==> src/rtl/phy_regs_pkg.sv <==
/*
 * Constants, register map and field layout of the gigabit control and status register group.
 * Assumes a 5-bit management address and 16-bit register words on the device clock.
 */
// Notes on behaviour
// RULE_01: Decode test field codes 000 to 100.
// RULE_02: Controller never programs test codes 101-111.
// RULE_03: Manual role bit selects forced role negotiation.
// RULE_04: Forced role value ignored unless manual set.
// RULE_05: Forced value one master, zero slave.
// RULE_06: Gigabit duplex advertise bits reset from strap.
// RULE_07: Role fault bit latches high, else zero.
// RULE_08: Resolution bit: one master, resets to one.
// RULE_09: Local receiver status bit shows receiver health.
// RULE_10: Remote receiver status bit shows partner health.
// RULE_11: Partner gigabit duplex bits read-only, reset zero.
// RULE_12: Eight-bit idle error count, self-clearing, zero reset.
// RULE_13: Addresses 0x0B to 0x0E are reserved.
// RULE_14: Capability extension register reads fixed constants.
// RULE_15: Descrambler lock and link bits are live.
// RULE_16: Lock error, disconnect flags self-clear.
// RULE_17: Receive, transmit error flags self-clear.
// RULE_18: Stream delimiter error flags self-clear.
// RULE_19: Counters clear only on read or reset.
// RULE_20: Latched bit holds until read returns it.
package phy_regs_pkg;

    localparam int ADDR_W = 5;
    localparam int DATA_W = 16;

    // Register offsets
    localparam logic [4:0] REG_GIG_CTRL  = 5'h09;
    localparam logic [4:0] REG_GIG_STAT  = 5'h0a;
    localparam logic [4:0] REG_RSV_LO    = 5'h0b;
    localparam logic [4:0] REG_RSV_HI    = 5'h0e;
    localparam logic [4:0] REG_CAP_EXT   = 5'h0f;
    localparam logic [4:0] REG_FE_STAT   = 5'h10;

    // Gigabit control fields
    localparam int CTRL_TEST_HI   = 15;
    localparam int CTRL_TEST_LO   = 13;
    localparam int CTRL_MANUAL    = 12;
    localparam int CTRL_FORCE_MS  = 11;
    localparam int CTRL_PORT_TYPE = 10;
    localparam int CTRL_ADV_FDX   = 9;
    localparam int CTRL_ADV_HDX   = 8;
    localparam int CTRL_RSV_HI    = 7;
    localparam logic [7:0] CTRL_RSV_RESET = 8'h00;

    // Gigabit status fields
    localparam int STAT_FAULT    = 15;
    localparam int STAT_RES_MS   = 14;
    localparam int STAT_LOC_RX   = 13;
    localparam int STAT_REM_RX   = 12;
    localparam int STAT_LP_FDX   = 11;
    localparam int STAT_LP_HDX   = 10;
    localparam int STAT_IDLE_HI  = 7;
    localparam logic [7:0] IDLE_CNT_RESET = 8'h00;
    localparam logic [7:0] IDLE_CNT_MAX   = 8'hff;

    // Fixed capability word: only gigabit copper full and half duplex
    localparam logic [15:0] CAP_EXT_VALUE = 16'h3000;

    // Fast-Ethernet status extension fields
    localparam int FE_DESCR_LOCK = 15;
    localparam int FE_LINK_UP    = 12;

    // Event flag indices, with the fast-Ethernet word bits of the six flags other than role fault
    localparam int NUM_FLAGS    = 7;
    localparam int FL_LOCK_ERR  = 0;
    localparam int FL_DISCONN   = 1;
    localparam int FL_RX_ERR    = 2;
    localparam int FL_TX_ERR    = 3;
    localparam int FL_SSD_ERR   = 4;
    localparam int FL_ESD_ERR   = 5;
    localparam int FL_ROLE_FLT  = 6;
    localparam int FE_BIT_LOCK  = 14;
    localparam int FE_BIT_DISC  = 13;
    localparam int FE_BIT_RX    = 11;
    localparam int FE_BIT_TX    = 10;
    localparam int FE_BIT_SSD   = 9;
    localparam int FE_BIT_ESD   = 8;

    // Strap settling: cycles after reset release before the strap is taken
    localparam logic [1:0] STRAP_SETTLE = 2'd3;

    localparam logic [15:0] ZERO_WORD = 16'h0000;

    typedef enum logic [2:0] {
        TEST_NORMAL,
        TEST_WAVEFORM,
        TEST_JITTER_MASTER,
        TEST_JITTER_SLAVE,
        TEST_DISTORTION,
        TEST_UNDEFINED
    } tx_test_t;

endpackage

==> src/rtl/flag_if.sv <==
/*
 * Carrier for sticky event flags between the register bank and its flag store.
 * Assumes both ends run on the same clock.
 */
`timescale 1ns/1ps
interface flag_if #(
    parameter int N = 7
);
    logic [N-1:0] set;
    logic [N-1:0] clr;
    logic [N-1:0] flags;

    modport owner (input set, input clr, output flags);
    modport user  (output set, output clr, input flags);
endinterface

==> src/rtl/event_flags.sv <==
/*
 * Sticky event flags, cleared on read, set winning over clear.
 * Assumes set and clear arrive as one-cycle pulses on clk_sys.
 */
`timescale 1ns/1ps
module event_flags
    import phy_regs_pkg::*;
#(
    parameter int N = NUM_FLAGS
) (
    input  wire logic clk_sys,
    input  wire logic sys_rst,
    input  wire logic soft_rst,
    flag_if.owner     fl
);
    logic [N-1:0] flags_r;
    logic [N-1:0] flags_nxt;

    // Set wins over clear; software reset clears all
    assign flags_nxt = soft_rst ? '0 : (fl.set | (flags_r & ~fl.clr)); // [RULE_19] [RULE_20]

    always_ff @(posedge clk_sys or posedge sys_rst) begin
        if (sys_rst) begin
            flags_r <= '0;
        end else begin
            flags_r <= flags_nxt;
        end
    end

    assign fl.flags = flags_r;
endmodule

==> src/rtl/gigabit_phy_status_control_regs.sv <==
/*
 * Gigabit control and status register group with fast-Ethernet status extension.
 * Assumes a management controller issuing one-cycle read and write strobes on clk_sys,
 * PHY core status and event pulses on clk_sys, and an asynchronous duplex strap pin.
 */
`timescale 1ns/1ps
module gigabit_phy_status_control_regs
    import phy_regs_pkg::*;
(
    input  wire logic              clk_sys,
    input  wire logic              sys_rst,
    input  wire logic              soft_rst,
    input  wire logic [1:0]        hardware_config_strap,
    input  wire logic [ADDR_W-1:0] reg_addr,
    input  wire logic              reg_wr,
    input  wire logic              reg_rd,
    input  wire logic [DATA_W-1:0] reg_wdata,
    output logic      [DATA_W-1:0] reg_rdata,
    output logic                   reg_rvalid,
    input  wire logic              role_fault_evt,
    input  wire logic              role_resolve_evt,
    input  wire logic              role_resolved_master,
    input  wire logic              local_rx_ok,
    input  wire logic              remote_rx_ok,
    input  wire logic              lp_ability_load,
    input  wire logic              lp_gig_fdx,
    input  wire logic              lp_gig_hdx,
    input  wire logic              idle_err_evt,
    input  wire logic              fe_descrambler_locked,
    input  wire logic              fe_link_up,
    input  wire logic              fe_lock_err_evt,
    input  wire logic              fe_disconnect_evt,
    input  wire logic              fe_rx_err_evt,
    input  wire logic              fe_tx_err_evt,
    input  wire logic              fe_ssd_err_evt,
    input  wire logic              fe_esd_err_evt,
    output tx_test_t               tx_test_mode,
    output logic                   role_manual,
    output logic                   role_force_master,
    output logic                   port_multi,
    output logic                   adv_gig_fdx,
    output logic                   adv_gig_hdx
);

    function automatic tx_test_t decode_test(input logic [2:0] code);
        tx_test_t m;
        case (code)
            3'h0: begin
                m = TEST_NORMAL;
            end
            3'h1: begin
                m = TEST_WAVEFORM;
            end
            3'h2: begin
                m = TEST_JITTER_MASTER;
            end
            3'h3: begin
                m = TEST_JITTER_SLAVE;
            end
            3'h4: begin
                m = TEST_DISTORTION;
            end
            default: begin
                m = TEST_UNDEFINED;
            end
        endcase
        return m;
    endfunction

    // Strap synchroniser and load sequencing
    logic [1:0]  strap_s1_r;
    logic [1:0]  strap_s2_r;
    logic [1:0]  settle_r;
    logic        strap_done_r;
    logic        strap_take;

    // Control register fields
    logic [2:0]  test_code_r;
    logic        manual_r;
    logic        force_ms_r;
    logic        port_type_r;
    logic        adv_fdx_r;
    logic        adv_hdx_r;
    logic [7:0]  ctrl_rsv_r;

    // Status state
    logic        res_master_r;
    logic        lp_fdx_r;
    logic        lp_hdx_r;
    logic [7:0]  idle_cnt_r;
    logic [7:0]  idle_cnt_nxt;

    // Read path
    logic [DATA_W-1:0] rdata_r;
    logic [DATA_W-1:0] rdata_nxt;
    logic              rvalid_r;

    // Address decode
    wire  sel_ctrl = (reg_addr == REG_GIG_CTRL);
    wire  sel_stat = (reg_addr == REG_GIG_STAT);
    wire  sel_rsv  = (reg_addr >= REG_RSV_LO) && (reg_addr <= REG_RSV_HI); // [RULE_13]
    wire  sel_cap  = (reg_addr == REG_CAP_EXT);
    wire  sel_fe   = (reg_addr == REG_FE_STAT);
    wire  wr_ctrl  = reg_wr && sel_ctrl;
    wire  rd_stat  = reg_rd && sel_stat;
    wire  rd_fe    = reg_rd && sel_fe;

    flag_if #(.N(NUM_FLAGS)) fl ();

    event_flags #(
        .N (NUM_FLAGS)
    ) u_flags (
        .clk_sys  (clk_sys),
        .sys_rst  (sys_rst),
        .soft_rst (soft_rst),
        .fl       (fl)
    );

    // Event pulses into sticky flags
    assign fl.set[FL_LOCK_ERR] = fe_lock_err_evt;   // [RULE_16]
    assign fl.set[FL_DISCONN]  = fe_disconnect_evt; // [RULE_16]
    assign fl.set[FL_RX_ERR]   = fe_rx_err_evt;     // [RULE_17]
    assign fl.set[FL_TX_ERR]   = fe_tx_err_evt;     // [RULE_17]
    assign fl.set[FL_SSD_ERR]  = fe_ssd_err_evt;    // [RULE_18]
    assign fl.set[FL_ESD_ERR]  = fe_esd_err_evt;    // [RULE_18]
    assign fl.set[FL_ROLE_FLT] = role_fault_evt;    // [RULE_07]

    // Reads of the owning register clear the flags
    assign fl.clr[FL_LOCK_ERR] = rd_fe; // [RULE_19]
    assign fl.clr[FL_DISCONN]  = rd_fe;
    assign fl.clr[FL_RX_ERR]   = rd_fe;
    assign fl.clr[FL_TX_ERR]   = rd_fe;
    assign fl.clr[FL_SSD_ERR]  = rd_fe;
    assign fl.clr[FL_ESD_ERR]  = rd_fe;
    assign fl.clr[FL_ROLE_FLT] = rd_stat; // [RULE_20]

    // Strap is taken once, after the synchroniser has settled
    assign strap_take = !strap_done_r && (settle_r == STRAP_SETTLE);

    always_ff @(posedge clk_sys or posedge sys_rst) begin
        if (sys_rst) begin
            strap_s1_r <= 2'h0;
            strap_s2_r <= 2'h0;
        end else begin
            strap_s1_r <= hardware_config_strap;
            strap_s2_r <= strap_s1_r;
        end
    end

    always_ff @(posedge clk_sys or posedge sys_rst) begin
        if (sys_rst) begin
            settle_r     <= 2'h0;
            strap_done_r <= 1'b0;
        end else begin
            if (settle_r != STRAP_SETTLE) begin
                settle_r <= settle_r + 2'h1;
            end
            if (strap_take) begin
                strap_done_r <= 1'b1;
            end
        end
    end

    // Test mode, role and port type fields
    always_ff @(posedge clk_sys or posedge sys_rst) begin
        if (sys_rst) begin
            test_code_r <= 3'h0;
            manual_r    <= 1'b0;
            force_ms_r  <= 1'b0;
            port_type_r <= 1'b0;
            ctrl_rsv_r  <= CTRL_RSV_RESET;
        end else if (soft_rst) begin
            test_code_r <= 3'h0;
            manual_r    <= 1'b0;
            force_ms_r  <= 1'b0;
            port_type_r <= 1'b0;
            ctrl_rsv_r  <= CTRL_RSV_RESET;
        end else if (wr_ctrl) begin
            test_code_r <= reg_wdata[CTRL_TEST_HI:CTRL_TEST_LO];
            manual_r    <= reg_wdata[CTRL_MANUAL];
            force_ms_r  <= reg_wdata[CTRL_FORCE_MS];
            port_type_r <= reg_wdata[CTRL_PORT_TYPE];
            ctrl_rsv_r  <= reg_wdata[CTRL_RSV_HI:0];
        end
    end

    // Duplex advertise bits default from the strap; a write in the strap load cycle wins, an earlier write is overwritten
    always_ff @(posedge clk_sys or posedge sys_rst) begin
        if (sys_rst) begin
            adv_fdx_r <= 1'b0;
            adv_hdx_r <= 1'b0;
        end else if (soft_rst) begin
            adv_fdx_r <= strap_s2_r[1]; // [RULE_06]
            adv_hdx_r <= strap_s2_r[0];
        end else if (wr_ctrl) begin
            adv_fdx_r <= reg_wdata[CTRL_ADV_FDX];
            adv_hdx_r <= reg_wdata[CTRL_ADV_HDX];
        end else if (strap_take) begin
            adv_fdx_r <= strap_s2_r[1]; // [RULE_06]
            adv_hdx_r <= strap_s2_r[0];
        end
    end

    // Role resolution and partner ability
    always_ff @(posedge clk_sys or posedge sys_rst) begin
        if (sys_rst) begin
            res_master_r <= 1'b1;
            lp_fdx_r     <= 1'b0;
            lp_hdx_r     <= 1'b0;
        end else if (soft_rst) begin
            res_master_r <= 1'b1;
            lp_fdx_r     <= 1'b0;
            lp_hdx_r     <= 1'b0;
        end else begin
            if (role_resolve_evt) begin
                res_master_r <= role_resolved_master; // [RULE_08]
            end
            if (lp_ability_load) begin
                lp_fdx_r <= lp_gig_fdx; // [RULE_11]
                lp_hdx_r <= lp_gig_hdx;
            end
        end
    end

    // Idle error count: saturates, clears on read, an error in the read cycle counts as one
    always_comb begin
        idle_cnt_nxt = idle_cnt_r;
        if (soft_rst) begin
            idle_cnt_nxt = IDLE_CNT_RESET; // [RULE_19]
        end else if (rd_stat) begin
            idle_cnt_nxt = idle_err_evt ? (IDLE_CNT_RESET + 8'h01) : IDLE_CNT_RESET; // [RULE_12] [RULE_19]
        end else if (idle_err_evt && (idle_cnt_r != IDLE_CNT_MAX)) begin
            idle_cnt_nxt = idle_cnt_r + 8'h01; // [RULE_12]
        end
    end

    always_ff @(posedge clk_sys or posedge sys_rst) begin
        if (sys_rst) begin
            idle_cnt_r <= IDLE_CNT_RESET;
        end else begin
            idle_cnt_r <= idle_cnt_nxt;
        end
    end

    // Register words
    wire [DATA_W-1:0] ctrl_word = {test_code_r, manual_r, force_ms_r, port_type_r,
                                   adv_fdx_r, adv_hdx_r, ctrl_rsv_r};

    wire [DATA_W-1:0] stat_word = {fl.flags[FL_ROLE_FLT], // [RULE_07]
                                   res_master_r,          // [RULE_08]
                                   local_rx_ok,           // [RULE_09]
                                   remote_rx_ok,          // [RULE_10]
                                   lp_fdx_r,              // [RULE_11]
                                   lp_hdx_r,
                                   2'b00,
                                   idle_cnt_r};           // [RULE_12]

    wire [DATA_W-1:0] fe_word = {fe_descrambler_locked,   // [RULE_15]
                                 fl.flags[FL_LOCK_ERR],   // [RULE_16]
                                 fl.flags[FL_DISCONN],
                                 fe_link_up,              // [RULE_15]
                                 fl.flags[FL_RX_ERR],     // [RULE_17]
                                 fl.flags[FL_TX_ERR],
                                 fl.flags[FL_SSD_ERR],    // [RULE_18]
                                 fl.flags[FL_ESD_ERR],
                                 8'h00};

    // Read multiplexer; reserved and unmapped addresses read zero
    always_comb begin
        rdata_nxt = ZERO_WORD;
        if (sel_ctrl) begin
            rdata_nxt = ctrl_word;
        end else if (sel_stat) begin
            rdata_nxt = stat_word;
        end else if (sel_rsv) begin
            rdata_nxt = ZERO_WORD; // [RULE_13]
        end else if (sel_cap) begin
            rdata_nxt = CAP_EXT_VALUE; // [RULE_14]
        end else if (sel_fe) begin
            rdata_nxt = fe_word;
        end
    end

    always_ff @(posedge clk_sys or posedge sys_rst) begin
        if (sys_rst) begin
            rdata_r  <= ZERO_WORD;
            rvalid_r <= 1'b0;
        end else begin
            rvalid_r <= reg_rd;
            if (reg_rd) begin
                rdata_r <= rdata_nxt;
            end
        end
    end

    assign reg_rdata  = rdata_r;
    assign reg_rvalid = rvalid_r;

    // Control outputs to the PHY core
    assign tx_test_mode      = decode_test(test_code_r); // [RULE_01]
    assign role_manual       = manual_r;                 // [RULE_03]
    assign role_force_master = manual_r & force_ms_r;    // [RULE_04] [RULE_05]
    assign port_multi        = port_type_r;
    assign adv_gig_fdx       = adv_fdx_r;
    assign adv_gig_hdx       = adv_hdx_r;

endmodule

==> config.mk <==
export PLATFORM = sky130hd
export DESIGN_NAME = gigabit_phy_status_control_regs
export DESIGN_NICKNAME = d
export VERILOG_FILES = /design/src/rtl/phy_regs_pkg.sv /design/src/rtl/flag_if.sv /design/src/rtl/event_flags.sv /design/src/rtl/gigabit_phy_status_control_regs.sv
export SDC_FILE = /design/constraint.sdc
export NUM_CORES = 1
export LEC_CHECK = 0
export BUFFER_PORTS_ARGS = -buffer_cell sky130_fd_sc_hd__buf_2
export CAP_MARGIN = 20
export CORE_ASPECT_RATIO = 0.7
export CORE_MARGIN = 2
export CORE_UTILIZATION = 45
export CTS_BUF_LIST = sky130_fd_sc_hd__clkbuf_4 sky130_fd_sc_hd__clkbuf_8
export DETAILED_ROUTE_END_ITERATION = 7
export GPL_TIMING_DRIVEN = 0
export PLACE_DENSITY = 0.69
export SYNTH_ARGS = -nofsm -noshare
export SYNTH_HDL_FRONTEND = slang
export SYNTH_SLANG_ARGS = --single-unit
==> constraint.sdc <==
create_clock -name clk_sys -period 1.9 [get_ports clk_sys]
set_input_delay 0 -clock clk_sys [delete_from_list [all_inputs] [get_ports clk_sys]]
set_output_delay 0 -clock clk_sys [all_outputs]
set_load 0.02 [all_outputs]
==> out/results.ini <==
[timing]
period_minus_slack_ns = 1.753
period_share_pct = 92.28
setup_viol = 0
maxSlewViolCount = 0
skew_ns = 0.007449
slew_headroom_pct = 50.70
max_freq_ghz = 0.5703
rsz0062_at_grt = no
worstMarginPinSlew_ns = 0.7395
hold_violations = 0

[clocking]
clk_pin_slew_ns = 0.07
htreeDepth = 3
tritoncts = done
cts_sinks = 58
clock_path_buffers = 2
cts_buffers = 9
cts_root_buffer = clkbuf_8
clock_latency_ns = 0.34

[setup_path]
crit_slowest_cell = or4_1
critPathLaunchType = register
path_cells = ha_1 > nand3_1 > o21ai_2 > or4_1 > a21oi_1
cp_max_fo = 6
worst_setup_path_end_kind = register
critPathMaxStageDelay_ns = 0.47
worstPathArrival_ns = 2.02
crit_type = register to register
cp.required_ns = 2.16

[logic_synthesis]
synth.area.top_cells = dfrtp_1, a21oi_2, a21oi_1
synth-edff-count = 0
synth-main-ff-cell = dfrtp_1
synth_top_area_share_pct = 50.92
syn_inst = 259
yosys_warnings = 0
avgSynthCellArea_um2 = 10.82
async_reset_ff_share_pct = 100.0
yosys.cell_types.count = 52
synth_area_um2 = 2801
synth_seq_area_share_pct = 51.85
yosys.area.top_type = dfrtp_1
synth_seq_cells = 58
syn-num-nets = 306

[grt]
grt.overflow.total = 0
grt_pass1_wl_um = 11940
grt_usage_pct = 22.88
grt_max_degree = 39
grt_pass1_vias = 2399
antenna_found_initial = 0

[die]
dieArea_um2 = 6883
io_pins = 70
die_w_um = 98.31
initial_core_util_pct = 45.73
coreArea_um2 = 6126
num_rows = 24
fp.dieH_um = 70.02

[power_and_ir_drop]
power_density_nw_per_um2 = 722.7
max-vdd-ir-drop_v = 0.0004385
leakage_uw = 0.001676
power_uw = 2757

[run]
cap_viol_max_count = 0

[final_layout]
final_common_cell = buf_2
nFillCells = 508
syn_to_final_growth_pct = 36.18
instances_no_fill = 458
num_antenna_cells = 0
final_cell_mix = buf_2, dfrtp_1, dlygate4sd3_1
drive_gt1_share_pct = 33.95
final_nets = 422
regArea_um2 = 1453
multiInputGateArea_um2 = 1179

[detailed_routing]
drc_errors = 0
ant_nets = 0
vias_per_cell = 5.188
first_pass_iters = 4
routedWlPerCell_um = 15.73
finalWirelength_um = 7203
drt_iter0_drc = 116
dr_total_vias = 2376

[placed_design]
dp_cells = 405
io_buffers = 67
globalplace.congestion = 0.8084
dp.final_hpwl_um = 4951

[hold_path]
hp-class = input pin to register

[run_status]
status = finished clean

registers in the layout, indices dropped and copies added, names as in the netlist, 2 cells and up:
name              flops
test_code_r           3
strap_s1_r            2
reg_rdata            16
strap_s2_r            2
idle_cnt_r            8
u_flags.fl.flags      7
settle_r              2
ctrl_rsv_r            8
critical path: cells and delay by family, from the launching register on:
kind	cells	cell delay [ns]
DFF	1	0.45
and+or+nand+nor	2	0.65
AOI/OAI and AO/OA	2	0.27
adders and majority gates	1	0.30
stage by stage:
step | setup WS (ns) | setup TNS (ns) | cell area, um2 | hold slack [ns] | utilization (%)
final | 0.1467 | 0 | 3815 | 0.05413 | 62.28
after global routing | 0.02199 | 0 | 3815 | 0.06464 | 62.28
after CTS | 0.1442 | 0 | 3815 | 0.02853 | 62.28
after detailed placement | 0.1860 | 0 | 3254 | 0.04172 | 53.13
after global placement | -0.2716 | -15.27 | 3234 | 0.1082 | 52.80
after floorplan | 0.3171 | 0 | 2801 | 0.03143 | -
Yosys cell counts (all sizes together) (2+ instances only):
| master | n |
|---|---|
| clkbuf | 8 |
| xor2 | 4 |
| and2 | 3 |
| a31oi | 3 |
| nor2 | 24 |
| a221oi | 4 |
| dfrtp | 57 |
| nor2b | 5 |
| mux2i | 3 |
| ha | 2 |
| inv | 9 |
| a22oi | 12 |
| nor3b | 3 |
| xnor2 | 2 |
| nand2 | 16 |
| a21oi | 34 |
| and4 | 3 |
| nand4 | 2 |
| nand3 | 19 |
| a2bb2oi | 4 |
| nand2b | 2 |
| o22a | 2 |
| o21ai | 9 |
| buf | 9 |
| o22ai | 6 |
logic make-up (layout without fill, tap and decap cells):
kind of cell | Yosys count | count (layout) | share of synthesized area, %
xor gates and xnor gates | 6 | 6 | 1.876
DFF | 58 | 58 | 51.85
adders and majority gates | 2 | 2 | 0.8931
AOI/OAI and AO/OA | 80 | 80 | 21.44
and+or+nand+nor | 83 | 83 | 16.39
muxes | 4 | 4 | 1.474
buffers and inverters | 26 | 147 | 6.074
power breakdown:
| part | internal (uW) | switching, uW |
|---|---|---|
| combinational | 168 | 192 |
| sequential | 1290 | 36.2 |
| clock | 605 | 468 |
metal layers:
layer	vias to the layer above	global-route usage, %	wire length, um
met4	0	5.023	35
met2	79	33.03	3101
li1	1161	-	-
met1	1132	33.25	3641
met3	4	8.208	425
met5	-	0	0
cell type report:
class	count	area share (%)
sequential	58	38.08
multi-input combinational	175	30.90
timing repair buffer	105	19.02
clock buffer	14	4.723
buffer	17	3.575
tap	78	2.558
inverter	9	0.8855
clock inverter	2	0.2624
worst paths after layout:
check,cells past startpoint,start,endpoint,slack (ns)
max,5,idle_cnt_r[0],idle_cnt_r[5],0.15
min,3,idle_err_evt,idle_cnt_r[0],0.05
max reg2reg,5,idle_cnt_r[0],idle_cnt_r[5],0.15
min reg2reg,0,strap_s1_r[0],strap_s2_r[0],0.35
max in group asynchronous,4,sys_rst,res_master_r,1.06
min in group asynchronous,3,sys_rst,idle_cnt_r[7],0.23
repair_timing:
action,CTS,global route
gates resized for setup,0,0
hold buffers,37,0
buffers inserted,0,0
hold endpoints to repair,49,0
Power figures use the tool's default switching activity.
